### config.mk
export PLATFORM = sky130hd
export DESIGN_NAME = sfm_bank
export DESIGN_NICKNAME = d
export VERILOG_FILES = /design/src/rtl/sfm_sync2.v /design/src/rtl/sfm_bank.v
export VERILOG_INCLUDE_DIRS = /design/src /design/src/rtl
export SDC_FILE = /design/constraint.sdc
export NUM_CORES = 1
export LEC_CHECK = 0
export ABC_AREA = 1
export BUFFER_PORTS_ARGS = -buffer_cell sky130_fd_sc_hd__buf_2
export CAP_MARGIN = 20
export CORE_ASPECT_RATIO = 2
export CORE_UTILIZATION = 45
export CTS_BUF_LIST = sky130_fd_sc_hd__clkbuf_4 sky130_fd_sc_hd__clkbuf_8
export DETAILED_ROUTE_END_ITERATION = 10
export GPL_TIMING_DRIVEN = 1
export PLACE_DENSITY_LB_ADDON = 0.1
export RECOVER_POWER = 100
export SLEW_MARGIN = 20
export SYNTH_ARGS = -nofsm -noshare
export SYNTH_HDL_FRONTEND = slang
export SYNTH_SLANG_ARGS = --single-unit
### constraint.sdc
create_clock -name core_clk_i -period 3.04 [get_ports core_clk_i]
set_clock_uncertainty 0.2 [all_clocks]
set_input_delay 0.608 -clock core_clk_i [delete_from_list [all_inputs] [get_ports core_clk_i]]
set_output_delay 0.608 -clock core_clk_i [all_outputs]
set_load 0.1 [all_outputs]
### src/rtl/sfm_regs.vh
// Register map, field positions and reset values of the filter and margin bank
`ifndef SFM_REGS_VH
`define SFM_REGS_VH
`define SFM_IDX_CAP_FIRST 8'h53
`define SFM_IDX_RES_THIRD 8'h54
`define SFM_IDX_CAP_THIRD 8'h55
`define SFM_IDX_MARGIN_CTRL 8'h56
`define SFM_IDX_STEP_BASE 8'h58
`define SFM_IDX_STEP_LAST 8'h67
`define SFM_IDX_SW_HI 8'h68
`define SFM_IDX_SW_LO 8'h69
`define SFM_IDX_OFFSET_OUT 8'h70
`define SFM_CAP_W 3
`define SFM_RES_W 7
`define SFM_OFS_W 10
`define SFM_OFS_HI_W 2
`define SFM_STEP_LSB 4
`define SFM_STEP_MSB 6
`define SFM_OPT_LSB 2
`define SFM_OPT_MSB 3
`define SFM_OPT_GATED 2'h0
`define SFM_OPT_PIN 2'h1
`define SFM_OPT_SW 2'h2
`define SFM_OPT_RSVD 2'h3
`define SFM_STEP_NOMINAL 3'h3
`define SFM_RST_ZERO 8'h00
// Step defaults packed 10 bits apiece, step 1 in the lowest slice
`define SFM_RST_STEP_ALL {10'h29E, 10'h247, 10'h1FE, 10'h1BE, 10'h186, 10'h14B, 10'h118, 10'h0DE}
`endif

### src/rtl/sfm_sync2.v
// Two-flop synchroniser for a pin level
`timescale 1ns/1ps
`default_nettype none
module sfm_sync2 #(
  parameter W = 1
) (
  input wire core_clk_i,
  input wire rst_n_i,
  input wire [W-1:0] async_i,
  output reg [W-1:0] sync_o
);
  reg [W-1:0] meta_ff;
  always @(posedge core_clk_i)
  begin
    if (!rst_n_i)
    begin
      meta_ff <= {W{1'b0}};
      sync_o <= {W{1'b0}};
    end
    else
    begin
      meta_ff <= async_i;
      sync_o <= meta_ff;
    end
  end
endmodule // sfm_sync2
`default_nettype wire

### src/rtl/sfm_bank.v
// Loop-filter codes and crystal margin control register bank
// What this block does
// First capacitor: 3-bit RW code, 5+50*code pF
// Third resistor: 7-bit RW code, reset zero
// Third capacitor: 3-bit RW code, 5*code pF
// Bits 6:4 read step pin level
// Readback 0..7 means steps 1..8, 3 nominal
// Bits 3:2 margin option, reset zero
// Option 0: pin step while gate low
// Option 1: pin step, gate ignored
// Option 2: offset from software register pair
// Eight steps, each 10-bit stored offset
// Software offset 10 bits over two registers
// Reserved bits zero; option 3 holds source
`include "sfm_regs.vh"
`timescale 1ns/1ps
`default_nettype none
module sfm_bank (
  input wire core_clk_i,
  input wire rst_n_i,
  input wire [7:0] avs_address_i,
  input wire avs_read_i,
  input wire avs_write_i,
  input wire [31:0] avs_writedata_i,
  input wire [3:0] avs_byteenable_i,
  output reg [31:0] avs_readdata_o,
  output reg avs_waitrequest_o,
  input wire margin_gate_pin_i,
  input wire [2:0] step_select_pin_i,
  output reg [2:0] synth_b_filter_cap_first_code_o,
  output reg [6:0] synth_b_filter_res_third_code_o,
  output reg [2:0] synth_b_filter_cap_third_code_o,
  output reg [9:0] crystal_offset_o,
  output reg [2:0] applied_step_o,
  output reg [1:0] offset_source_o
);
  localparam [1:0] SRC_GATED = `SFM_OPT_GATED;
  localparam [1:0] SRC_PIN = `SFM_OPT_PIN;
  localparam [1:0] SRC_SW = `SFM_OPT_SW;
  localparam [8*`SFM_OFS_W-1:0] RST_STEPS = `SFM_RST_STEP_ALL;
  localparam [2:0] ST_IDLE = 3'h1;
  localparam [2:0] ST_ACK = 3'h2;
  localparam [2:0] ST_DONE = 3'h4;

  reg [2:0] state_ff;
  reg [2:0] nxt_state;
  reg [1:0] opt_ff;
  reg [1:0] src_ff;
  reg [`SFM_OFS_HI_W-1:0] sw_hi_ff;
  reg [7:0] sw_lo_ff;
  reg [`SFM_OFS_W-1:0] step_mem [0:7];
  reg [31:0] nxt_rdata;
  reg [`SFM_OFS_W-1:0] nxt_offset;
  reg [2:0] nxt_step;
  wire [2:0] step_pin;
  wire gate_pin;
  wire wr_en;
  wire [7:0] wbyte;
  wire [7:0] step_rel;
  wire [2:0] step_idx;
  wire step_hit;
  integer k;

  // Pins come from outside the clock domain
  sfm_sync2 #(.W(4)) u_pin_sync (
    .core_clk_i(core_clk_i),
    .rst_n_i(rst_n_i),
    .async_i({margin_gate_pin_i, step_select_pin_i}),
    .sync_o({gate_pin, step_pin})
  );

  // Registers are 8 bits wide except the 10-bit offset readback at 8'h70; only the low byte lane writes
  assign wr_en = avs_write_i && avs_byteenable_i[0] && state_ff == ST_ACK;
  assign wbyte = avs_writedata_i[7:0];
  assign step_rel = avs_address_i - `SFM_IDX_STEP_BASE;
  assign step_idx = step_rel[3:1];
  assign step_hit = avs_address_i >= `SFM_IDX_STEP_BASE && avs_address_i <= `SFM_IDX_STEP_LAST;

  // One wait cycle per access so read data comes from a flop
  always @*
  begin
    nxt_state = ST_IDLE;
    case (state_ff)
      ST_IDLE: nxt_state = (avs_read_i || avs_write_i) ? ST_ACK : ST_IDLE;
      ST_ACK: nxt_state = ST_DONE;
      ST_DONE: nxt_state = ST_IDLE;
      default: nxt_state = ST_IDLE;
    endcase
  end

  always @*
  begin
    nxt_rdata = 32'h0000_0000;
    case (avs_address_i)
      `SFM_IDX_CAP_FIRST: nxt_rdata[`SFM_CAP_W-1:0] = synth_b_filter_cap_first_code_o;
      `SFM_IDX_RES_THIRD: nxt_rdata[`SFM_RES_W-1:0] = synth_b_filter_res_third_code_o;
      `SFM_IDX_CAP_THIRD: nxt_rdata[`SFM_CAP_W-1:0] = synth_b_filter_cap_third_code_o;
      `SFM_IDX_MARGIN_CTRL:
      begin
        nxt_rdata[`SFM_STEP_MSB:`SFM_STEP_LSB] = step_pin;
        nxt_rdata[`SFM_OPT_MSB:`SFM_OPT_LSB] = opt_ff;
      end
      `SFM_IDX_SW_HI: nxt_rdata[`SFM_OFS_HI_W-1:0] = sw_hi_ff;
      `SFM_IDX_SW_LO: nxt_rdata[7:0] = sw_lo_ff;
      `SFM_IDX_OFFSET_OUT: nxt_rdata[`SFM_OFS_W-1:0] = crystal_offset_o;
      default:
      begin
        if (step_hit)
        begin
          if (step_rel[0])
            nxt_rdata[7:0] = step_mem[step_idx][7:0];
          else
            nxt_rdata[`SFM_OFS_HI_W-1:0] = step_mem[step_idx][`SFM_OFS_W-1:8];
        end
      end
    endcase
  end

  // Offset source selection; pin step 3 is the nominal load
  always @*
  begin
    nxt_step = step_pin;
    case (src_ff)
      SRC_GATED: nxt_step = gate_pin ? `SFM_STEP_NOMINAL : step_pin;
      SRC_PIN: nxt_step = step_pin;
      default: nxt_step = step_pin;
    endcase
    if (src_ff == SRC_SW)
      nxt_offset = {sw_hi_ff, sw_lo_ff};
    else
      nxt_offset = step_mem[nxt_step];
  end

  always @(posedge core_clk_i)
  begin
    if (!rst_n_i)
    begin
      state_ff <= ST_IDLE;
      avs_waitrequest_o <= 1'b1;
      avs_readdata_o <= 32'h0000_0000;
      synth_b_filter_cap_first_code_o <= 3'h0;
      synth_b_filter_res_third_code_o <= 7'h00;
      synth_b_filter_cap_third_code_o <= 3'h0;
      opt_ff <= 2'h0;
      src_ff <= SRC_GATED;
      sw_hi_ff <= 2'h0;
      sw_lo_ff <= `SFM_RST_ZERO;
      for (k = 0; k < 8; k = k + 1)
        step_mem[k] <= RST_STEPS[k*`SFM_OFS_W +: `SFM_OFS_W];
      crystal_offset_o <= 10'h000;
      applied_step_o <= `SFM_STEP_NOMINAL;
      offset_source_o <= SRC_GATED;
    end
    else
    begin
      state_ff <= nxt_state;
      avs_waitrequest_o <= !(nxt_state == ST_ACK);
      if (state_ff == ST_IDLE && avs_read_i)
        avs_readdata_o <= nxt_rdata;
      if (wr_en)
      begin
        case (avs_address_i)
          `SFM_IDX_CAP_FIRST: synth_b_filter_cap_first_code_o <= wbyte[`SFM_CAP_W-1:0];
          `SFM_IDX_RES_THIRD: synth_b_filter_res_third_code_o <= wbyte[`SFM_RES_W-1:0];
          `SFM_IDX_CAP_THIRD: synth_b_filter_cap_third_code_o <= wbyte[`SFM_CAP_W-1:0];
          `SFM_IDX_MARGIN_CTRL:
          begin
            opt_ff <= wbyte[`SFM_OPT_MSB:`SFM_OPT_LSB];
            // Reserved option keeps whatever source was running
            if (wbyte[`SFM_OPT_MSB:`SFM_OPT_LSB] != `SFM_OPT_RSVD)
              src_ff <= wbyte[`SFM_OPT_MSB:`SFM_OPT_LSB];
          end
          `SFM_IDX_SW_HI: sw_hi_ff <= wbyte[`SFM_OFS_HI_W-1:0];
          `SFM_IDX_SW_LO: sw_lo_ff <= wbyte;
          default:
          begin
            if (step_hit)
            begin
              if (step_rel[0])
                step_mem[step_idx][7:0] <= wbyte;
              else
                step_mem[step_idx][`SFM_OFS_W-1:8] <= wbyte[`SFM_OFS_HI_W-1:0];
            end
          end
        endcase
      end
      crystal_offset_o <= nxt_offset;
      applied_step_o <= nxt_step;
      offset_source_o <= src_ff;
    end
  end
endmodule // sfm_bank
`default_nettype wire

== Word level (Yosys, flattened, before mapping) ==
Memories as Yosys holds them, arrays and structs flattened.
Cells that the tools add are included.
Word-level totals
  register bits: 64
  RAM bits: 80
  memories kept: 1
Memory list
  step_mem: depth 8, bits a word 10, rd ports 2, clocked after Yosys merged registers in 0, write ports 8, RTL line sfm_bank.v:51  | reg [`SFM_OFS_W-1:0] step_mem [0:7];
Operators by class
  add/sub/neg operators: 1
  $lt $le $gt $ge: 2
  equal/unequal tests: 12
  multiplexer cells: 29
  reductions and logical operators: 18
Operators with widths (number)
  8-bit by 7-bit equality test with 1-bit output, second input constant: 7
  10-bit 2-to-1 mux: 2
  4-bit case mux with 5 select lines: 1
  2-bit case mux with 7 select lines: 1
  1-bit 2-to-1 mux: 13
  2-bit AND reduction: 6
  10-bit OR reduction: 1
  3-bit 2-to-1 mux: 3
  8-bit by 7-bit greater-or-equal comparator with 1-bit output, second input constant: 1
  8-bit by 7-bit less-or-equal comparator with 1-bit output, second input constant: 1
  2-bit 2-to-1 mux: 4
  8-bit 2-to-1 mux: 1
  1-bit case mux with 7 select lines: 1
  3-bit by 2-bit equality test with 1-bit output, second input constant: 2
  6-bit 2-to-1 mux: 1
  3-bit case mux with 2 select lines: 1
  6-bit OR reduction: 1
  5-bit OR reduction: 1
  1-bit logical AND: 4
  4-bit subtractor, second input constant: 1
  3-bit by 1-bit equality test with 1-bit output, second input constant: 1
  1-bit case mux with 3 select lines: 1
  3-bit AND reduction: 1
  3-bit OR reduction: 1
  5 further kinds: 5

== Longest topological paths before layout ==
Gate-level depths: netlist of run 1.
  word-level depth: 9
  depth in mapped cells: 12

== Hierarchy ==
From an unflattened synthesis of run 1, not the netlist that was laid out.
Unflattened totals
  cell total of the unflattened synthesis: 1024
  area total of the unflattened synthesis: 7608.5 sq um
Modules (own cells, without submodules)
  sfm_bank: times used 1, cells each 999, area each 7383.3 sq um, sequential area each 3523.4 sq um
  sfm_sync2: times used 1, cells each 25, area each 225.2 sq um, sequential area each 160.2 sq um

== Worst setup path before layout of run 1 ==
Ideal clock, no wire load.
  path kind: input to register
  start: in avs_address_i[7]
  end: mem step_mem[7][0] (netlist bit), enable pin
  library setup time: 0.329 ns
  data arrival time: 1.998 ns
  required time: 2.511 ns
  slack: 0.513 ns
  stages on the path: 10
  cell sequence: inv_1 > nand2_1 > nor2_2 > nand2_1 > nand2_1 > inv_2 > nor3_2 > buf_4 > nand3_1 > nand2_1
RTL lines
  start, declared: RTL line sfm_bank.v:21  | input wire [7:0] avs_address_i,
  end, declared: RTL line sfm_bank.v:51

==> impl_results.md, run 1 <==
* Num rows at 67
* Reg clk slew, reported paths at 0.08 ns
* Commonest non-fill, non-tap cell in the layout: nand2_1
* Setup TNS at 0 ns
* Min-Delay Path Class: in -> reg
* First-iteration detailed-routing DRC count at 538
* Final Hold Fails at 0
* Number of gates resized after cts at 0
* Hold Slack at 0.130 ns
* RSZ-0062 raised after global routing: no
* Global route hottest layer: met2
* Hold Buf Count CTS at 0
* Nets at 1156
* Area Overhead vs Synth at 13.6%
* Detail Route Antenna Nets at 0
* Switch share at 0.314
* Synthesis Warnings at 0
* Crit path kind: reg -> reg
* Routing usage on met2 at 0.501
* P_sw at 1.49 mW
* Crit share post-route at 0.880
* Crit path capture type: flop
* Root Driver: clkbuf_8
* Sequential share of power at 0.449
* Initial core utilization at 0.458
* Setup-failing EPs final at 0
* Die Area at 17500 sq um
* Most frequent cells in the layout: nand2_1, nand3_1, inv_1
* GRT met3 Usage at 0.0412
* Status: completed
* Fmax at 374 MHz
* Worst-Margin Slew at 1.20 ns
* GRT overflow at 0
* Die Y at 186 um
* DR WL/cell at 18.2 um
* CTS tree: yes
* Number of setup buffers added after CTS at 0
* Port bufs at 63
* Drt first pass iters at 7
* P_int at 3.25 mW
* HPWL Detailed at 17.4 mm
* Clock Power Share at 0.378
* Clock Tree Buf Depth at 2
* Layout cells sized above 1 at 0.0913
* Global-route met1 utilization at 0.309
* Critical path launch point type: flop
* Final Max Slew Viols at 0
* Synth unique cells at 23
* Largest net degree at the start of global routing at 51
* Sink Count at 144
* Critical path peak fanout at 40
* WL final at 24.1 mm
* Number of top-level pins at 113
* Mapped Cells at 1028
* Sequential share of the synthesized area at 0.482
* Max-cap violations at 0
* # diodes at 0
* Number of synthesized register bits at 144
* Arrival time at the worst endpoint at 2.61 ns
* Width of the die at 94.2 um
* PD cells at 545 nW/um^2
* Total GRT Usage at 0.287
* Req. time, crit path at 2.98 ns
* Max VDD drop at 307 uV
* Core area at 16700 sq um
* Filler Cells Inserted at 1728
* Via density at 5.44
* Vias in the first global route at 6987
* First-pass GRT wire length at 37.5 mm
* Relative slew slack at 0.203
* Drt drc at 0
* Minimum clock period at 2.68 ns
* Leak at 3.90 nW
* Routability cong. at 0.912
* H-tree Lvls at 4
* Synth Area per Inst at 7.44 sq um
* Combinational fraction of design power at 0.173
* Total number of vias at 7208
* Synthesized cell area at 7640 sq um
* R2R Setup Slk at 0.36 ns
* Initial antenna violation count at 0
* CTS buffer count at 17
* Clock latency at the later pin of the worst-skew pair at 0.46 ns
==> power by group through the flow <==
stage,sequential (mW),clock [mW],combinational [mW]
floorplan,2.37,0,0.432
CTS,2.12,1.81,0.832
global route,2.13,1.88,0.873
finish,2.13,1.79,0.818
detailed placement,2.17,0,0.830
global placement,2.17,0,0.827
==> through the flow <==
stage	utilization	power (mW)	setup WS, ns	cell area (sq um)	cells
global placement	0.502	3.00	0.237	8370	1292
floorplan	-	2.80	0.513	7720	1049
finish	0.520	4.73	0.363	8680	1324
detailed placement	0.502	3.00	0.178	8370	1292
CTS	0.529	4.77	0.495	8830	1324
global route	0.520	4.89	0.171	8680	1324
==> Yosys cell counts <==
cell | n | area (sq um)
nand2_1 | 253 | 950
nand3_1 | 164 | 821
inv_1 | 108 | 405
nor2_1 | 98 | 368
edfxtp_1 | 80 | 2400
dfxtp_1 | 64 | 1280
nand4_1 | 53 | 332
clkbuf_1 | 48 | 180
o21ai_0 | 48 | 240
a21oi_1 | 36 | 180
buf_4 | 25 | 188
clkinv_1 | 9 | 33.8
buf_2 | 8 | 40.0
nand3b_1 | 8 | 60.1
a211oi_1 | 6 | 45.0
buf_1 | 5 | 18.8
inv_2 | 3 | 11.3
nand3_2 | 3 | 30.0
nor3_1 | 3 | 15.0
nor2_2 | 2 | 12.5
nor3_2 | 2 | 20.0
conb_1 | 1 | 3.75
o21a_1 | 1 | 7.51
==> path summary, 6_finish.rpt <==
path                            cells after the start                               end                             start
worst max-delay path                               10      step_mem[2][3]$_SDFFCE_PN1P_            state_ff[1]$_SDFF_PN0_
worst max register to register                     10      step_mem[2][3]$_SDFFCE_PN1P_            state_ff[1]$_SDFF_PN0_
worst min register to register                      2   u_pin_sync.sync_o[1]$_SDFF_PN0_  u_pin_sync.meta_ff[1]$_SDFF_PN0_
worst min-delay path                                3  u_pin_sync.meta_ff[3]$_SDFF_PN0_                 margin_gate_pin_i
==> worst max-delay path, stage by stage (launching register included) <==
cell      delay, ns
dfxtp_1        0.34
inv_1          0.04
nor2_1         0.08
nand2_1        0.09
nor2_1         0.28
nand3_1        0.15
nor3_1         0.34
buf_12         0.25
nand3_1        0.12
nand2_1        0.11
clkbuf_1       0.31
==> flip-flops by register name, summed over array words and instances, names as in the netlist <==
name	cells
opt_ff	2
sw_lo_ff	8
crystal_offset_o	10
step_mem	80
sw_hi_ff	2
src_ff	2
state_ff	3
u_pin_sync.sync_o	4
offset_source_o	2
avs_waitrequest_o	1
synth_b_filter_cap_first_code_o	3
synth_b_filter_cap_third_code_o	3
synth_b_filter_res_third_code_o	7
u_pin_sync.meta_ff	4
applied_step_o	3
avs_readdata_o	10
==> metal layers <==
| layer | vias to the layer above | share of wire |
|---|---|---|
| li1 | 3496 | - |
| met1 | 3376 | 0.37 |
| met2 | 261 | 0.53 |
| met3 | 75 | 0.042 |
| met4 | 0 | 0.056 |
| met5 | - | 0 |
==> kinds of logic (layout without fill, tap and decap cells) <==
| family | Yosys count | count (layout) | synth area share |
|---|---|---|---|
| other | 1 | 22 | 0.000491 |
| AO/OA/AOI/OAI | 91 | 91 | 0.0619 |
| buffers and inverters | 206 | 274 | 0.115 |
| flip-flops | 144 | 144 | 0.482 |
| AND/OR/NAND/NOR | 586 | 586 | 0.341 |
==> final cells by class <==
cell class              count  area (sq um)  share of cell area
clock buffers              19           249              0.0287
multi-input cells         699          3140               0.361
well taps                 207           259              0.0298
clock inverters            13           208              0.0239
inverters                 120           450              0.0519
flip-flops and latches    144          3680               0.424
repair buffers            122           693              0.0799
Note: power is estimated with default switching activity, not from simulation.
==> inputs of run 2 (changes only) <==
Settings changed: PLACE_DENSITY from default to 0.65, PLACE_DENSITY_LB_ADDON 0.1 to default, RECOVER_POWER 100 to 50.
==> run 2 against run 1 <==
The run now ends with design-rule violations left. Wire length fell by 2.7%. First-iteration DRC count rose by 11%. Worst setup slack got worse by 0.081 ns. Power fell by 5.4%. Maximum frequency fell by 2.9%. Clock-buffer cell count fell by 2. Clock power fell by 13%. Die area did not move. Critical path type is now in -> reg. Largest cell class unchanged.
==> impl_results.md, run 2 (synthesis gave the netlist of run 1 again) <==
* Total GRT Usage at 0.279 (-0.00796)
* H-tree Lvls at 4 (unchanged)
* RSZ-0062 raised after global routing: no
* Area Overhead vs Synth at 11.2%
* FF-to-FF End: crystal_offset_o[8]$_SDFF_PN0_
* Hold Slack at 0.132 ns (+0.00247 ns)
* Largest Register: step_mem
* Worst-Margin Slew at 1.19 ns (-0.00658 ns)
* Detail Route Antenna Nets at 0 (unchanged)
* Number of setup buffers added after CTS at 0 (unchanged)
* Number of gates resized after cts at 0 (unchanged)
* Critical path peak fanout at 50 (+25%)
* Filler Cells Inserted at 1685 (-2.5%)
* Initial core utilization at 0.458 (unchanged)
* Failing checks: design-rule violations
* Critical path launch point type: input port
* Max-cap violations at 0 (unchanged)
* Final Max Slew Viols at 0 (unchanged)
* Routability cong. at 0.927 (+1.6%)
* PD cells at 527 nW/um^2 (-3.4%)
* Num rows at 67 (unchanged)
* Initial antenna violation count at 1 (+1)
* Vias in the first global route at 6944 (-0.62%)
* Sink Count at 144 (unchanged)
* # diodes at 0 (unchanged)
* Hold Path End: u_pin_sync.meta_ff[3]$_SDFF_PN0_
* Final Hold Fails at 0 (unchanged)
* Width of the die at 94.2 um (unchanged)
* Port bufs at 63 (unchanged)
* Core area at 16700 sq um (unchanged)
* Die Area at 17500 sq um (unchanged)
* CTS buffer count at 17 (unchanged)
* Commonest non-fill, non-tap cell in the layout: nand2_1
* Max VDD drop at 240 uV (-22%)
* DR WL/cell at 17.9 um (-1.5%)
* Minimum clock period at 2.76 ns (+0.0809 ns)
* CTS tree: yes
* First-pass GRT wire length at 36.6 mm (-2.3%)
* Beginning of the worst hold path: margin_gate_pin_i
* Min-Delay Path Class: in -> reg
* Largest register FFs at 80 (unchanged)
* Setup TNS at 0 ns (unchanged)
* First-iteration detailed-routing DRC count at 597 (+11%)
* Nets at 1141 (-1.3%)
* Fmax at 363 MHz (-2.9%)
* R2R Setup Slk at 0.40 ns (+0.04 ns)
* Hold Buf Count CTS at 0 (unchanged)
* Via density at 5.46 (+0.33%)
* Hold Crit Depth at 3 (unchanged)
* Root Driver: clkbuf_8
* Arrival time at the worst endpoint at 2.86 ns (+0.25 ns)
* Largest net degree at the start of global routing at 62 (+22%)
* Crit path capture type: flop
* Top Registers: step_mem (80), avs_readdata_o (10), crystal_offset_o (10)
* WL final at 23.5 mm (-2.7%)
* Leak at 3.80 nW (-2.6%)
* Die Y at 186 um (unchanged)
* Clock latency at the later pin of the worst-skew pair at 0.47 ns (about the same)
* Setup-failing EPs final at 0 (unchanged)
* Number of top-level pins at 113 (unchanged)
* Layout cells sized above 1 at 0.0826 (-0.00874)
* Drt first pass iters at 10 (+3)
* Total number of vias at 7150 (-0.80%)
* Clock Tree Buf Depth at 2 (unchanged)
* HPWL Detailed at 16.8 mm (-3.4%)
* Reg clk slew, reported paths at 0.09 ns (about the same)
* Crit path kind: in -> reg
* Most frequent cells in the layout: nand2_1, nand3_1, inv_1
* Storage cell area at 3680 sq um (unchanged)
* GRT overflow at 0 (unchanged)
* Drt drc at 1 (+1)
* Relative slew slack at 0.207 (+0.00437)
* Area of the multi-input gates at 3150 sq um (+0.36%)
* Req. time, crit path at 3.14 ns (+0.16 ns)
* Crit share post-route at 0.907 (+0.0266)
* R2R Path Start: src_ff[0]$_SDFFE_PN0P_
* R2R cell count at 9 (-1)
* Status: finished, violations left
## run 2: cell count changes in the layout (fill, tap and decap cells not counted), sizes merged
cell,change
buf,-5
bufinv,-3
clkbuf,-12
clkinv,+4
clkinvlp,+1
## run 2: how the worst max path moves through the flow
stage,start,to,depth (start not counted)
after CTS,state_ff[1]$_SDFF_PN0_,step_mem[4][4]$_SDFFCE_PN1P_,9
after global routing,rst_n_i,crystal_offset_o[8]$_SDFF_PN0_,5
final,rst_n_i,crystal_offset_o[8]$_SDFF_PN0_,5
after global placement,avs_address_i[3],step_mem[0][4]$_SDFFCE_PN1P_,9
after floorplan,avs_address_i[7],step_mem[7][0]$_SDFFCE_PN0P_,10
after detailed placement,avs_address_i[3],step_mem[4][7]$_SDFFCE_PN1P_,9
## run 2: routing by layer
| metal | GRT usage | part of all wire |
|---|---|---|
| met1 | 0.290 | 0.35 |
| met2 | 0.484 | 0.53 |
| met3 | 0.0440 | 0.047 |
| met4 | 0.217 | 0.074 |
| met5 | 0 | 0.00055 |
## run 2: through the flow
| step | power, mW | utilization | instances | cell area [sq um] | worst slack [ns] |
|---|---|---|---|---|---|
| finish | 4.48 | 0.509 | 1309 | 8500 | 0.282 |
| detailed placement | 2.98 | 0.493 | 1277 | 8220 | 0.151 |
| global route | 4.61 | 0.509 | 1309 | 8500 | 0.144 |
| global placement | 2.97 | 0.493 | 1277 | 8220 | 0.182 |
| CTS | 4.49 | 0.516 | 1309 | 8610 | 0.470 |
| floorplan | 2.80 | - | 1049 | 7720 | 0.513 |
## run 2: worst max-delay path, stage by stage
cell and delay, ns:
clkbuf_1 0.10, clkbuf_2 0.87, clkinv_1 0.16, clkbuf_2 0.43, a21oi_1 0.65
## run 2: where the power goes
part / switching, mW / internal (mW) / total (mW)
combinational: 0.665 / 0.133 / 0.798
clock: 0.815 / 0.737 / 1.55
sequential: 0.0271 / 2.10 / 2.13
total: 1.51 / 2.97 / 4.48
## run 2: layout make-up
cell class,instances,area share
inverters,120,0.0530
clock buffers,17,0.0275
well taps,207,0.0305
clock inverters,15,0.0187
multi-input cells,699,0.371
flip-flops and latches,144,0.433
repair buffers,107,0.0664
